## config.mk

```make
export PLATFORM = sky130hd
export DESIGN_NAME = psrc_top
export DESIGN_NICKNAME = d
export VERILOG_FILES = /design/src/verilog/psrc_top.v
export VERILOG_INCLUDE_DIRS = /design/src /design/src/verilog
export SDC_FILE = /design/constraint.sdc
export NUM_CORES = 1
export LEC_CHECK = 0
export ABC_AREA = 1
export BUFFER_PORTS_ARGS = -buffer_cell sky130_fd_sc_hd__buf_2
export CAP_MARGIN = 5
export CORE_MARGIN = 2
export CORE_UTILIZATION = 60
export DETAILED_ROUTE_END_ITERATION = 12
export GPL_TIMING_DRIVEN = 0
export PLACE_DENSITY = 0.8
export RECOVER_POWER = 50
export REMOVE_ABC_BUFFERS = 1
export SETUP_SLACK_MARGIN = 0.05
export SYNTH_ARGS = -nofsm -noshare
export SYNTH_HDL_FRONTEND = slang
export SYNTH_SLANG_ARGS = --single-unit
```

## constraint.sdc

```tcl
create_clock -name i_clk_sys -period 5.7 [get_ports i_clk_sys]
set_clock_uncertainty 0.2 [all_clocks]
set_input_delay 1.425 -clock i_clk_sys [delete_from_list [all_inputs] [get_ports i_clk_sys]]
set_output_delay 1.425 -clock i_clk_sys [all_outputs]
set_load 0.05 [all_outputs]
```

## src/verilog/psrc_defs.vh

```
// Purpose: Constants for the power-state and reset controller.
// Assumes: Avalon-MM byte addresses, 32-bit data, 250 MHz clock.
// Notes: Offsets and timing counts are used by the design; the bench uses its own literals.
`ifndef PSRC_DEFS_VH
`define PSRC_DEFS_VH

// ****************************************
// Register byte offsets
// ****************************************
`define PSRC_OFS_PWR_CTRL 8'h00
`define PSRC_OFS_INTERRUPT_STATUS_REGISTER 8'h04
`define PSRC_OFS_WAKE_WR 8'h08
`define PSRC_OFS_RST_CTRL 8'h0C
`define PSRC_OFS_EEP_CMD 8'h10
`define PSRC_OFS_PHY_CTRL 8'h14
`define PSRC_OFS_MAC_HI 8'h18
`define PSRC_OFS_MAC_LO 8'h1C

// ****************************************
// Field positions
// ****************************************
`define PSRC_B_READY 0
`define PSRC_B_WAKE_PIN_EN 1
`define PSRC_B_PULSE_SEL 3
`define PSRC_B_WAKE_STS_LO 4
`define PSRC_B_FRAME_EN 9
`define PSRC_B_ENERGY_EN 14
`define PSRC_B_STATE_LO 12
`define PSRC_B_WAKE_INT 17
`define PSRC_B_SOFT_RST 0
`define PSRC_B_PHY_RST 10
`define PSRC_B_EEP_BUSY 31
`define PSRC_B_PHY_PDOWN 11
`define PSRC_B_PHY_EDPD 13
`define PSRC_B_PHY_ENERGY_INT 1
`define PSRC_B_PHY_LINK 2

// ****************************************
// Encodings and reset values
// ****************************************
`define PSRC_ST_NORMAL 2'h0
`define PSRC_ST_WOL 2'h1
`define PSRC_ST_ED 2'h2
`define PSRC_WS_FRAME 2'h2
`define PSRC_WS_ENERGY 2'h1
`define PSRC_WS_NONE 2'h0

// ****************************************
// Timing, in microseconds and cycles at 250 MHz
// ****************************************
`define PSRC_CLK_MHZ 250
`define PSRC_POR_US 22000
`define PSRC_PULSE_US 50000
`define PSRC_WAKE_US 2000
`define PSRC_SOFT_RESET_US 2
`define PSRC_PHYRST_US 100
`define PSRC_EEP_US 10
`define PSRC_POR_CYC (`PSRC_POR_US * `PSRC_CLK_MHZ)
`define PSRC_PULSE_CYC (`PSRC_PULSE_US * `PSRC_CLK_MHZ)
`define PSRC_WAKE_CYC (`PSRC_WAKE_US * `PSRC_CLK_MHZ)
`define PSRC_SOFT_RESET_CYC (`PSRC_SOFT_RESET_US * `PSRC_CLK_MHZ)
`define PSRC_PHYRST_CYC (`PSRC_PHYRST_US * `PSRC_CLK_MHZ)
`define PSRC_EEP_CYC (`PSRC_EEP_US * `PSRC_CLK_MHZ)

`endif

```

## src/verilog/psrc_top.v

```verilog
// Purpose: Power-state sequencing, wake indication and reset control.
// Assumes: Registers on Avalon-MM; pins pass a three-stage synchroniser.
// Notes: Long counts are parameters so simulation can shorten them.
//
// What this block does
// - Writing 01 to state select enters WOL sleep, clears ready, gates host clocks.
// - WOL sleep arms frame detection; a detection sets wake status to 10b.
// - Frame detect with frame enable and pin enable drives the wake pin.
// - Any wake event sets the wake interrupt flag regardless of pin enable.
// - Any wake-register write in sleep returns to normal, state select to 00.
// - Energy sleep gates host and internal clocks; PHY energy mode is set by its own PHY control bit.
// - Energy sleep carrier sets status 01b; enables drive pin; present carrier counts.
// - Wake flag holds while event active; then write-one clears it.
// - Pulse select 1 gives a 50 ms pin pulse; 0 holds until cleared.
// - Pin drops when status, matching detect enable or pin enable clears.
// - PHY general powerdown bit holds PHY down; clearing it resets the PHY.
// - Energy powerdown follows line energy; energy arrival sets PHY flag 7.1.
// - Hardware reset clears everything; soft reset spares exempt regs; PHY resets PHY only.
// - After chip or soft reset an EEPROM check holds busy bit 31.
// - Power-on holds internal reset about 22 ms with ready at 0.
// - Hardware reset pin low resets; ready reads 0 until done.
// - After wake write, ready sets within 2 ms.
// - In sleep only power control reads and the wake write are served.
`default_nettype none
`include "psrc_defs.vh"

module psrc_top #(
  parameter POR_CYC = `PSRC_POR_CYC,
  parameter PULSE_CYC = `PSRC_PULSE_CYC,
  parameter WAKE_CYC = `PSRC_WAKE_CYC,
  parameter PHYRST_CYC = `PSRC_PHYRST_CYC,
  parameter SOFT_RESET_CYC = `PSRC_SOFT_RESET_CYC,
  parameter EEP_CYC = `PSRC_EEP_CYC
) (
  // Clock, reset, enable
  input wire i_clk_sys,
  input wire i_rst,
  input wire i_clk_en,
  // Avalon-MM slave
  input wire [7:0] i_avs_address,
  input wire i_avs_read,
  input wire i_avs_write,
  input wire [31:0] i_avs_writedata,
  input wire [3:0] i_avs_byteenable,
  output reg [31:0] o_avs_readdata,
  output reg o_avs_waitrequest,
  // Pins and detector inputs
  input wire i_hardware_reset_n,
  input wire i_line_energy_present,
  input wire i_frame_detected,
  // Outputs
  output reg o_wake_event_pin,
  output reg o_wake_irq,
  output reg o_host_clk_gate_n,
  output reg o_int_clk_gate_n,
  output reg o_phy_powered,
  output reg o_phy_reset,
  output reg o_mac_reset,
  output reg o_straps_latch
);

  // ****************************************
  // Pin synchronisers
  // ****************************************
  reg [2:0] nrst_sync_q;
  reg [2:0] energy_sync_q;
  reg nrst_q;
  reg energy_q;

  always @(posedge i_clk_sys)
  begin
    if (i_clk_en)
    begin
      nrst_sync_q <= {nrst_sync_q[1:0], i_hardware_reset_n};
      energy_sync_q <= {energy_sync_q[1:0], i_line_energy_present};
      if (nrst_sync_q[2] == nrst_sync_q[1])
        nrst_q <= nrst_sync_q[2];
      if (energy_sync_q[2] == energy_sync_q[1])
        energy_q <= energy_sync_q[2];
    end
  end

  // ****************************************
  // State and registers
  // ****************************************
  reg [1:0] state_q;
  reg [1:0] wake_sts_q;
  reg frame_en_q, energy_en_q, pin_en_q, pulse_sel_q, wake_int_q;
  reg ready_q, read_seen_q;
  reg [24:0] por_cnt_q;
  reg [19:0] wake_cnt_q;
  reg [24:0] pulse_cnt_q;
  reg [15:0] phy_cnt_q;
  reg [9:0] soft_reset_cnt_q;
  reg [11:0] eep_cnt_q;
  reg phy_pdown_q, phy_edpd_q, phy_eint_q, phy_link_q;
  reg [31:0] mac_hi_q, mac_lo_q;
  reg pin_armed_q;
  reg energy_d1_q;
  reg [31:0] rdata;

  wire hw_rst = i_rst | ~nrst_q;
  wire por_busy = (por_cnt_q != 25'h0000000);
  wire acc = i_avs_read | i_avs_write;
  wire take = acc & o_avs_waitrequest & i_clk_en;
  // A write commits at the edge where the master sees waitrequest low.
  wire fin = acc & ~o_avs_waitrequest & i_clk_en;
  wire sleeping = (state_q != `PSRC_ST_NORMAL);
  wire eep_busy = (eep_cnt_q != 12'h000);
  wire soft_reset_busy = (soft_reset_cnt_q != 10'h000);
  wire is_pwr = (i_avs_address == `PSRC_OFS_PWR_CTRL);
  wire is_wake = (i_avs_address == `PSRC_OFS_WAKE_WR);
  // Sleep blocks everything except control reads and the wake write.
  wire allow = sleeping ? ((i_avs_read & is_pwr) | (i_avs_write & is_wake)) : 1'b1;
  // Writes take effect only after the first read since reset or wake.
  wire wr = fin & i_avs_write & allow & (read_seen_q | sleeping) & ready_q;
  wire wr_wake = fin & i_avs_write & sleeping & is_wake;
  wire frame_hit = (state_q == `PSRC_ST_WOL) & i_frame_detected;
  wire energy_hit = (state_q == `PSRC_ST_ED) & energy_q;
  // Internal wake event stays up while status and its enable stand.
  wire event_act = ((wake_sts_q == `PSRC_WS_FRAME) & frame_en_q) |
                   ((wake_sts_q == `PSRC_WS_ENERGY) & energy_en_q);
  wire pin_cond = event_act & pin_en_q;

  function [31:0] merge;
    input [31:0] old;
    input [31:0] nw;
    input [3:0] be;
    integer k;
    begin
      for (k = 0; k < 32; k = k + 1)
        merge[k] = be[k / 8] ? nw[k] : old[k];
    end
  endfunction

  wire [31:0] wd = merge(32'h00000000, i_avs_writedata, i_avs_byteenable);

  always @(posedge i_clk_sys)
  begin
    if (hw_rst)
    begin
      // Full chip reset clears every domain and restarts the power-on timer.
      por_cnt_q <= POR_CYC[24:0];
      state_q <= `PSRC_ST_NORMAL;
      wake_sts_q <= `PSRC_WS_NONE;
      frame_en_q <= 1'b0;
      energy_en_q <= 1'b0;
      pin_en_q <= 1'b0;
      pulse_sel_q <= 1'b0;
      wake_int_q <= 1'b0;
      ready_q <= 1'b0;
      read_seen_q <= 1'b0;
      wake_cnt_q <= 20'h00000;
      pulse_cnt_q <= 25'h0000000;
      phy_cnt_q <= PHYRST_CYC[15:0];
      soft_reset_cnt_q <= 10'h000;
      eep_cnt_q <= EEP_CYC[11:0];
      phy_pdown_q <= 1'b0;
      phy_edpd_q <= 1'b0;
      phy_eint_q <= 1'b0;
      phy_link_q <= 1'b0;
      mac_hi_q <= 32'h00000000;
      mac_lo_q <= 32'h00000000;
      pin_armed_q <= 1'b0;
      energy_d1_q <= 1'b0;
      o_avs_waitrequest <= 1'b1;
      o_avs_readdata <= 32'h00000000;
      o_wake_event_pin <= 1'b0;
      o_wake_irq <= 1'b0;
      o_host_clk_gate_n <= 1'b0;
      o_int_clk_gate_n <= 1'b1;
      o_phy_powered <= 1'b0;
      o_phy_reset <= 1'b1;
      o_mac_reset <= 1'b1;
      o_straps_latch <= 1'b1;
    end
    else if (i_clk_en)
    begin
      o_straps_latch <= 1'b0;
      if (por_busy)
        por_cnt_q <= por_cnt_q - 25'h0000001;
      // Ready rises once awake and no power-on, soft reset or wake sequence is pending.
      if (wake_cnt_q != 20'h00000)
        wake_cnt_q <= wake_cnt_q - 20'h00001;
      ready_q <= ~por_busy & ~soft_reset_busy & ~sleeping & (wake_cnt_q <= 20'h00001);
      if (soft_reset_busy)
        soft_reset_cnt_q <= soft_reset_cnt_q - 10'h001;
      if (eep_busy)
        eep_cnt_q <= eep_cnt_q - 12'h001;
      if (phy_cnt_q != 16'h0000)
        phy_cnt_q <= phy_cnt_q - 16'h0001;
      o_mac_reset <= por_busy | soft_reset_busy;
      o_phy_reset <= por_busy | (phy_cnt_q != 16'h0000);
      // Link comes up only after PHY reset ends and the PHY is up.
      phy_link_q <= (phy_cnt_q == 16'h0000) & o_phy_powered & energy_q;
      // General powerdown and energy powerdown gate PHY power.
      o_phy_powered <= ~phy_pdown_q & (~phy_edpd_q | energy_q);
      energy_d1_q <= energy_q;
      // Clock gating follows the sleep state.
      o_host_clk_gate_n <= ~sleeping & ~por_busy;
      o_int_clk_gate_n <= (state_q != `PSRC_ST_ED);

      // Detection and status; hardware set wins over a software clear.
      if (frame_hit)
        wake_sts_q <= `PSRC_WS_FRAME;
      else if (energy_hit)
        wake_sts_q <= `PSRC_WS_ENERGY;
      else if (wr && i_avs_address == `PSRC_OFS_PWR_CTRL && i_avs_byteenable[0])
        wake_sts_q <= wake_sts_q & ~wd[`PSRC_B_WAKE_STS_LO +: 2];

      // Flag sets on any event; write-one clears only once the event is gone.
      if (event_act | frame_hit | energy_hit)
        wake_int_q <= 1'b1;
      else if (wr && i_avs_address == `PSRC_OFS_INTERRUPT_STATUS_REGISTER && wd[`PSRC_B_WAKE_INT])
        wake_int_q <= 1'b0;
      o_wake_irq <= wake_int_q;

      // Energy arrival in energy powerdown raises PHY flag.
      if (phy_edpd_q & energy_q & ~energy_d1_q)
        phy_eint_q <= 1'b1;
      else if (wr && i_avs_address == `PSRC_OFS_PHY_CTRL && wd[`PSRC_B_PHY_ENERGY_INT])
        phy_eint_q <= 1'b0;

      // Wake pin: pulse or level, deasserted when the cause goes.
      if (!pin_cond)
      begin
        pin_armed_q <= 1'b0;
        pulse_cnt_q <= 25'h0000000;
        o_wake_event_pin <= 1'b0;
      end
      else if (!pin_armed_q)
      begin
        pin_armed_q <= 1'b1;
        pulse_cnt_q <= PULSE_CYC[24:0];
        o_wake_event_pin <= 1'b1;
      end
      else if (pulse_sel_q)
      begin
        if (pulse_cnt_q != 25'h0000000)
          pulse_cnt_q <= pulse_cnt_q - 25'h0000001;
        o_wake_event_pin <= (pulse_cnt_q > 25'h0000001);
      end
      else
        o_wake_event_pin <= 1'b1;

      // Sleep entry and wake write.
      if (wr_wake)
      begin
        state_q <= `PSRC_ST_NORMAL;
        wake_cnt_q <= WAKE_CYC[19:0];
        read_seen_q <= 1'b0;
        ready_q <= 1'b0;
      end
      else if (wr && is_pwr && i_avs_byteenable[1])
      begin
        if (wd[`PSRC_B_STATE_LO +: 2] == `PSRC_ST_WOL || wd[`PSRC_B_STATE_LO +: 2] == `PSRC_ST_ED)
        begin
          state_q <= wd[`PSRC_B_STATE_LO +: 2];
          ready_q <= 1'b0;
        end
      end
      if (wr && is_pwr)
      begin
        if (i_avs_byteenable[0])
        begin
          pin_en_q <= wd[`PSRC_B_WAKE_PIN_EN];
          pulse_sel_q <= wd[`PSRC_B_PULSE_SEL];
        end
        if (i_avs_byteenable[1])
        begin
          frame_en_q <= wd[`PSRC_B_FRAME_EN];
          energy_en_q <= wd[`PSRC_B_ENERGY_EN];
          if (wd[`PSRC_B_PHY_RST])
            phy_cnt_q <= PHYRST_CYC[15:0];
        end
      end
      // Soft reset spares exempt registers and the PHY.
      if (wr && i_avs_address == `PSRC_OFS_RST_CTRL && wd[`PSRC_B_SOFT_RST])
      begin
        soft_reset_cnt_q <= SOFT_RESET_CYC[9:0];
        eep_cnt_q <= EEP_CYC[11:0];
        read_seen_q <= 1'b0;
        ready_q <= 1'b0;
      end
      if (wr && i_avs_address == `PSRC_OFS_PHY_CTRL)
      begin
        if (i_avs_byteenable[1])
        begin
          phy_pdown_q <= wd[`PSRC_B_PHY_PDOWN];
          phy_edpd_q <= wd[`PSRC_B_PHY_EDPD];
          // Leaving general powerdown resets the PHY.
          if (phy_pdown_q & ~wd[`PSRC_B_PHY_PDOWN])
            phy_cnt_q <= PHYRST_CYC[15:0];
        end
      end
      // MAC address writes are dropped while the EEPROM check runs.
      if (wr && !eep_busy && i_avs_address == `PSRC_OFS_MAC_HI)
        mac_hi_q <= merge(mac_hi_q, i_avs_writedata, i_avs_byteenable);
      if (wr && !eep_busy && i_avs_address == `PSRC_OFS_MAC_LO)
        mac_lo_q <= merge(mac_lo_q, i_avs_writedata, i_avs_byteenable);

      // Bus answer: one wait cycle, then waitrequest low for one edge.
      if (take)
      begin
        o_avs_waitrequest <= 1'b0;
        if (i_avs_read)
        begin
          read_seen_q <= 1'b1;
          o_avs_readdata <= allow ? rdata : 32'h00000000;
        end
      end
      else
        o_avs_waitrequest <= 1'b1;
    end
  end

  // ****************************************
  // Read mux
  // ****************************************
  always @*
  begin
    rdata = 32'h00000000;
    case (i_avs_address)
      `PSRC_OFS_PWR_CTRL:
      begin
        rdata[`PSRC_B_READY] = ready_q;
        rdata[`PSRC_B_WAKE_PIN_EN] = pin_en_q;
        rdata[`PSRC_B_PULSE_SEL] = pulse_sel_q;
        rdata[`PSRC_B_WAKE_STS_LO +: 2] = wake_sts_q;
        rdata[`PSRC_B_FRAME_EN] = frame_en_q;
        rdata[`PSRC_B_PHY_RST] = (phy_cnt_q != 16'h0000);
        rdata[`PSRC_B_STATE_LO +: 2] = state_q;
        rdata[`PSRC_B_ENERGY_EN] = energy_en_q;
      end
      `PSRC_OFS_INTERRUPT_STATUS_REGISTER: rdata[`PSRC_B_WAKE_INT] = wake_int_q;
      `PSRC_OFS_RST_CTRL: rdata[`PSRC_B_SOFT_RST] = soft_reset_busy;
      `PSRC_OFS_EEP_CMD: rdata[`PSRC_B_EEP_BUSY] = eep_busy;
      `PSRC_OFS_PHY_CTRL:
      begin
        rdata[`PSRC_B_PHY_ENERGY_INT] = phy_eint_q;
        rdata[`PSRC_B_PHY_LINK] = phy_link_q;
        rdata[`PSRC_B_PHY_PDOWN] = phy_pdown_q;
        rdata[`PSRC_B_PHY_EDPD] = phy_edpd_q;
      end
      `PSRC_OFS_MAC_HI: rdata = mac_hi_q;
      `PSRC_OFS_MAC_LO: rdata = mac_lo_q;
      default: rdata = 32'h00000000;
    endcase
  end

endmodule
`default_nettype wire

```

==> impl_metrics.toml, run 1 <==
[route]
wirelength_um = 30400
viasPerCell = 5.58
drtIter0Drc = 806
detail-route-antenna-nets = 0
post_drt_wl_per_cell_um = 14.7
drt_pass1_iterations = 5
drc_errors = 0
route.vias.total = 11500

[worst_hold_path]
hp-class = "reg2reg"

[clocking]
ctsResizeCount = 0
cts_buffers = 26
cts_tree = "done"
cts_setup_buffers = 0
ctsHoldBuffers = 0
clk_pin_slew_ps = 60
cts-htree-levels = 1
cts_root_buf = "clkbuf_16"
clk_latency_ps = 530
clockBufferDepth = 3
cts.sinks = 238

[grt]
grt_pass1_vias = 10700
overflow = 0
grt_pass1_wl_um = 50100
grt_max_degree = 54
grt_antenna_before_repair = 1
gr-usage-all-layers = 0.291

[worst_setup_path]
worst_setup_path_end_kind = "flip-flop"
crit_type = "in2reg"
timing.rr.start = "nrst_q"
r2r_slack_ps = 1310
cp-startpoint = "i_rst"
worstSetupEndpoint = "wake_cnt_q[2]"
cp_data_required_time_ps = 5980
reg2regPathDepth = 9
worstReg2RegEnd = "wake_cnt_q[2]"
cp_max_fo = 53
start_kind = "input pin"
critical_path_arrival_ps = 5270

[pwr]
p_int_mw = 3.69
vdd_drop_max_uv = 269
comb_power_share = 0.315
power_frac_clock = 0.349
switching_power_mw = 1.97
power_frac_seq = 0.336
leakage_nw = 5.39
powerDensity_nw_per_um2 = 425
sw_frac_of_total = 0.347

[flow_run]
maxCapViolCount = 1

[place]
port_buffers = 92
placed_area_um2 = 12400
dp_slack_ps = 519
hpwl_um = 20200
gp_congestion = 0.920

[floorplanning]
die_height_um = 144
start_util = 0.609
dieArea_um2 = 20800
pin_count = 93
rows = 51
die_x_um = 144
fp.coreArea_um2 = 19300

[timing]
setup_viol = 0
hold_ws_ps = 220
drv_slew = 28
finalCritPeriodShare = 0.876
max_freq_mhz = 200
final.setup.worst_slack_ps = 706
grt_setup_unrepaired = "no"
final_hold_viol_count = 0
finalCriticalPeriod_ps = 4990
setup_tns_ps = 0
worst_slew_pin_slew_ps = 2010
relSlewSlack = -0.342

[final_layout]
postLayoutCoreUtil = 0.688
area_delta_synth_final_pct = 12.9
final_area_um2 = 13300
layout-drive-gt1-share = 0.0706
finalNetCount = 1843

[yosys]
synth_area_um2 = 11800
ys_warn_count = 0
ys_seq_elements = 238
ys_async_sr_fraction = 0
synth_ff_type = "dfxtp_1"
syn_avg_cell_area_um2 = 6.85
synth_edf_count = 8
syn_inst = 1721
synth_cell_types = 40
seq_area_frac_synth = 0.411

[outcome]
violations = "capacitance limit, slew limit"
status = "finished, violations left"
kinds of logic after synthesis:
kind of cell / count (synthesis) / synth area share
buffers and inverters: 175 / 0.0603
DFF: 238 / 0.411
AOI/OAI and AO/OA: 271 / 0.124
and+or+nand+nor: 973 / 0.353
adders and majority gates: 11 / 0.0117
xor gates and xnor gates: 53 / 0.0394
flip-flops by register name, summed over array words and instances, names as in the netlist, 12 cells and up:
name	count
eep_cnt_q	12
mac_hi_q	32
mac_lo_q	32
o_avs_readdata	32
phy_cnt_q	16
por_cnt_q	25
pulse_cnt_q	25
wake_cnt_q	20
cell type report:
cell class | instances | area [um^2]
multi-input combinational | 1308 | 6230
fill | 1655 | 6030
sequential | 238 | 4840
clock buffer | 32 | 734
timing repair buffer | 95 | 454
inverter | 111 | 419
tap | 265 | 332
clock inverter | 16 | 288
antenna | 1 | 2.50
metrics by stage:
step	power (mW)	instances
4_1_cts	5.66	2065
3_3_place_gp	3.65	2014
6_report	5.66	2066
5_1_grt	6.02	2066
2_1_floorplan	3.31	1657
3_5_place_dp	3.69	2017
critical path: stages:
cell	delay, ps
buf_2	90
nor2_1	1460
buf_12	310
inv_4	250
clkbuf_2	670
nor2_1	530
inv_1	200
a21oi_1	160
o21a_1	130
worst min-delay path by stage:
stage                     start               end  slack (ps)  depth (start not counted)
3_3_place_gp   energy_sync_q[0]  energy_sync_q[1]         200                          0
4_1_cts        energy_sync_q[0]  energy_sync_q[1]         220                          0
2_1_floorplan  energy_sync_q[0]  energy_sync_q[1]         200                          0
6_report       energy_sync_q[0]  energy_sync_q[1]         220                          0
5_1_grt          nrst_sync_q[0]    nrst_sync_q[1]         220                          0
3_5_place_dp   energy_sync_q[0]  energy_sync_q[1]         200                          0
power groups by stage:
stage	logic (mW)	clock network, mW	registers, mW
global placement	1.72	0	1.93
finish	1.78	1.97	1.90
CTS	1.77	1.99	1.90
detailed placement	1.75	0	1.94
floorplan	1.39	0	1.92
global route	2.03	2.07	1.92
layer usage:
metal,global-route usage,part of all wire,wire length [um]
met2,0.503,0.47,14400
met5,0,0,0
met4,0.0867,0.025,754
met3,0.0460,0.066,1990
met1,0.378,0.44,13300
cells in the mapped netlist (all sizes together), types with 3 or more instances:
master / instances / area share
nand2: 419 / 0.13
nor2: 316 / 0.11
dfxtp: 230 / 0.39
a21oi: 123 / 0.052
o21ai: 114 / 0.048
inv: 107 / 0.034
nand3: 106 / 0.046
nor3: 81 / 0.035
clkbuf: 44 / 0.014
xor2: 30 / 0.022
nand4: 27 / 0.017
xnor2: 23 / 0.017
buf: 20 / 0.011
a22o: 18 / 0.013
nand3b: 12 / 0.0076
ha: 11 / 0.012
edfxtp: 8 / 0.020
o211ai: 6 / 0.0038
or2: 6 / 0.0032
clkinv: 4 / 0.0013
a21boi: 3 / 0.0019
a31oi: 3 / 0.0016
nor3b: 3 / 0.0019
nor4: 3 / 0.0016
cell usage in the layout, fill, tap and decap left out, drive strengths merged, types with 10 or more instances in the layout:
master / count
nand2: 419
nor2: 316
dfxtp: 230
a21oi: 123
o21ai: 114
inv: 108
nand3: 106
nor3: 81
clkbuf: 74
buf: 53
xor2: 30
nand4: 27
xnor2: 23
a22o: 18
nand3b: 12
ha: 11
clkinv: 10
No activity file was read; power rests on OpenSTA's default activity.
==> inputs of run 2 (changes only) <==
- ABC_CLOCK_PERIOD_IN_PS: not set -> 5800
- clock period: 5.7 -> 5.8 ns (I/O delays scaled with it)
==> run 2 against run 1 <==
Compared with the run above: the run still ends with capacitance limit, slew limit left; flip-flop and latch count is the same; non-clock buffer count unchanged; global-route usage is the same; worst hold slack is essentially flat; clock-buffer cell count stayed put; setup slack better by 160 ps; power fell by 1.7%; register-to-register slack improved by 670 ps; final cell count is the same; first-iteration DRC count increased by 0.99%; utilization is 0.078 points higher; sequential power about the same.
==> impl_metrics.toml, run 2 (same netlist as run 1, synthesis figures left out) <==
[worst_setup_path]
crit_type = "in2reg"
path_buf_inv = 1
crit_chain = "buf_2, nor2_1, nand2_1, nor2_1, nand2_1, nand3_1, nand4_4, nor2_4, o21ai_0, nor2_1"
slowest_delay_ps = 840
path_common_cell = "nor2_1"
cpLargestDelayFamily = "simple AND/OR/NAND/NOR gates"
timing.rr.start = "nrst_q"
cp_data_required_time_ps = 6050
start_kind = "input pin"
critPathSlowestCell = "nand4_4"
critical_path_arrival_ps = 5190
worst_setup_path_end_kind = "flip-flop"
worstReg2RegEnd = "wake_cnt_q[2]"
r2r_slack_ps = 1980
reg2regPathDepth = 9
cp_max_fo = 36

[place]
placed_cells = 2017
placed_area_um2 = 12400
gp_congestion = 0.920
hpwl_um = 20200
port_buffers = 92

[route]
route.vias.total = 11400
maxUsedRoutingLayer = "met4"
post_drt_wl_per_cell_um = 14.7
viasPerCell = 5.54
drc_errors = 0
detail-route-antenna-nets = 0
routed-wl-met2_um = 14500
wirelength_um = 30400
drtIter0Drc = 814
drt_pass1_iterations = 7
wl_met1_um = 13200
routed-wl-met3_um = 2010

[timing]
setup_viol = 0
relSlewSlack = -0.346
finalCritPeriodShare = 0.852
drv_slew = 28
grt_setup_unrepaired = "no"
finalCriticalPeriod_ps = 4940
final_hold_viol_count = 0
worst_slew_pin_slew_ps = 2010
max_freq_mhz = 202

[floorplanning]
start_util = 0.609
rows = 51
die_height_um = 144
die_x_um = 144
pin_count = 93
dieArea_um2 = 20800
fp.coreArea_um2 = 19300

[final_layout]
area_delta_synth_final_pct = 13.0
instances_no_fill = 2066
top_regs = "mac_hi_q x32, mac_lo_q x32, o_avs_readdata x32"
finalNetCount = 1843
regArea_um2 = 4840
final_area_um2 = 13300
final_cell_mix = "nand2_1, nor2_1, dfxtp_1"
final_common_cell = "nand2_1"
multi_input_area_um2 = 6230
nFillCells = 1653
layout-drive-gt1-share = 0.0706

[clocking]
clk_latency_ps = 530
ctsHoldBuffers = 0
clockBufferDepth = 3
cts_tree = "done"
clk_pin_slew_ps = 60
cts_buffers = 26
cts.sinks = 238
cts_root_buf = "clkbuf_16"
cts-htree-levels = 1
cts_setup_buffers = 0
ctsResizeCount = 0

[pwr]
vdd_drop_max_uv = 265
powerDensity_nw_per_um2 = 418
leakage_nw = 5.40
power_mw = 5.56

[grt]
overflow = 0
grt_antenna_before_repair = 1
grt_pass1_vias = 10700
grt_pass1_wl_um = 50100
grt_max_degree = 54
gr-usage-all-layers = 0.291

[worst_hold_path]
min-delay-start = "energy_sync_q[0]"
whs_path_depth = 0
hp-class = "reg2reg"
hold_end = "energy_sync_q[1]"

[flow_run]
maxCapViolCount = 1

[outcome]
status = "finished, violations left"
violations = "capacitance limit, slew limit"
run 2: cell types whose count changed in the layout (fill, tap and decap cells not counted), sizes merged:
cell / delta
buf: +1
clkbuf: -1
run 2: area by class of cell:
| class | instances | area share |
|---|---|---|
| antenna | 1 | 0.000188 |
| clock buffer | 32 | 0.0551 |
| clock inverter | 16 | 0.0216 |
| inverter | 111 | 0.0315 |
| multi-input combinational | 1308 | 0.468 |
| sequential | 238 | 0.364 |
| tap | 265 | 0.0249 |
| timing repair buffer | 95 | 0.0352 |
run 2: power by group:
part	internal, mW	total [mW]	switching (mW)
sequential	1.77	1.87	0.105
clock	1.25	1.94	0.686
combinational	0.610	1.75	1.14
run 2: worst reg2reg max path, delay by kind of cell, from the launching register on:
| family | cells | cell delay [ps] |
|---|---|---|
| AO/OA/AOI/OAI | 2 | 290 |
| buffers and inverters | 5 | 1120 |
| flip-flops | 1 | 340 |
| AND/OR/NAND/NOR | 2 | 1810 |
run 2: layer usage:
metal,global-route usage,vias up
met3,0.0460,68
met2,0.503,374
met5,0,-
li1,-,5768
met1,0.378,5234
met4,0.0867,0
run 2: worst max path at each step:
stage / to / slack [ps] / cells past startpoint / startpoint
5_1_grt: eep_cnt_q[2] / 590 / 11 / i_avs_address[1]
4_1_cts: o_avs_readdata[1] / 1120 / 7 / i_clk_en
3_3_place_gp: wake_cnt_q[2] / -5200 / 7 / i_rst
2_1_floorplan: wake_cnt_q[2] / -640 / 6 / i_rst
3_5_place_dp: o_avs_readdata[26] / 590 / 7 / i_clk_en
6_report: mac_hi_q[11] / 860 / 10 / i_avs_address[1]
run 2: through the flow:
step	TNS [ps]	hold slack [ps]	util	setup WS [ps]
after detailed placement	0	205	0.639	594
after CTS	0	219	0.692	1120
after global routing	0	224	0.689	591
after global placement	-644830	202	0.635	-5200
after floorplan	-21750	200	-	-640
final	0	220	0.689	861
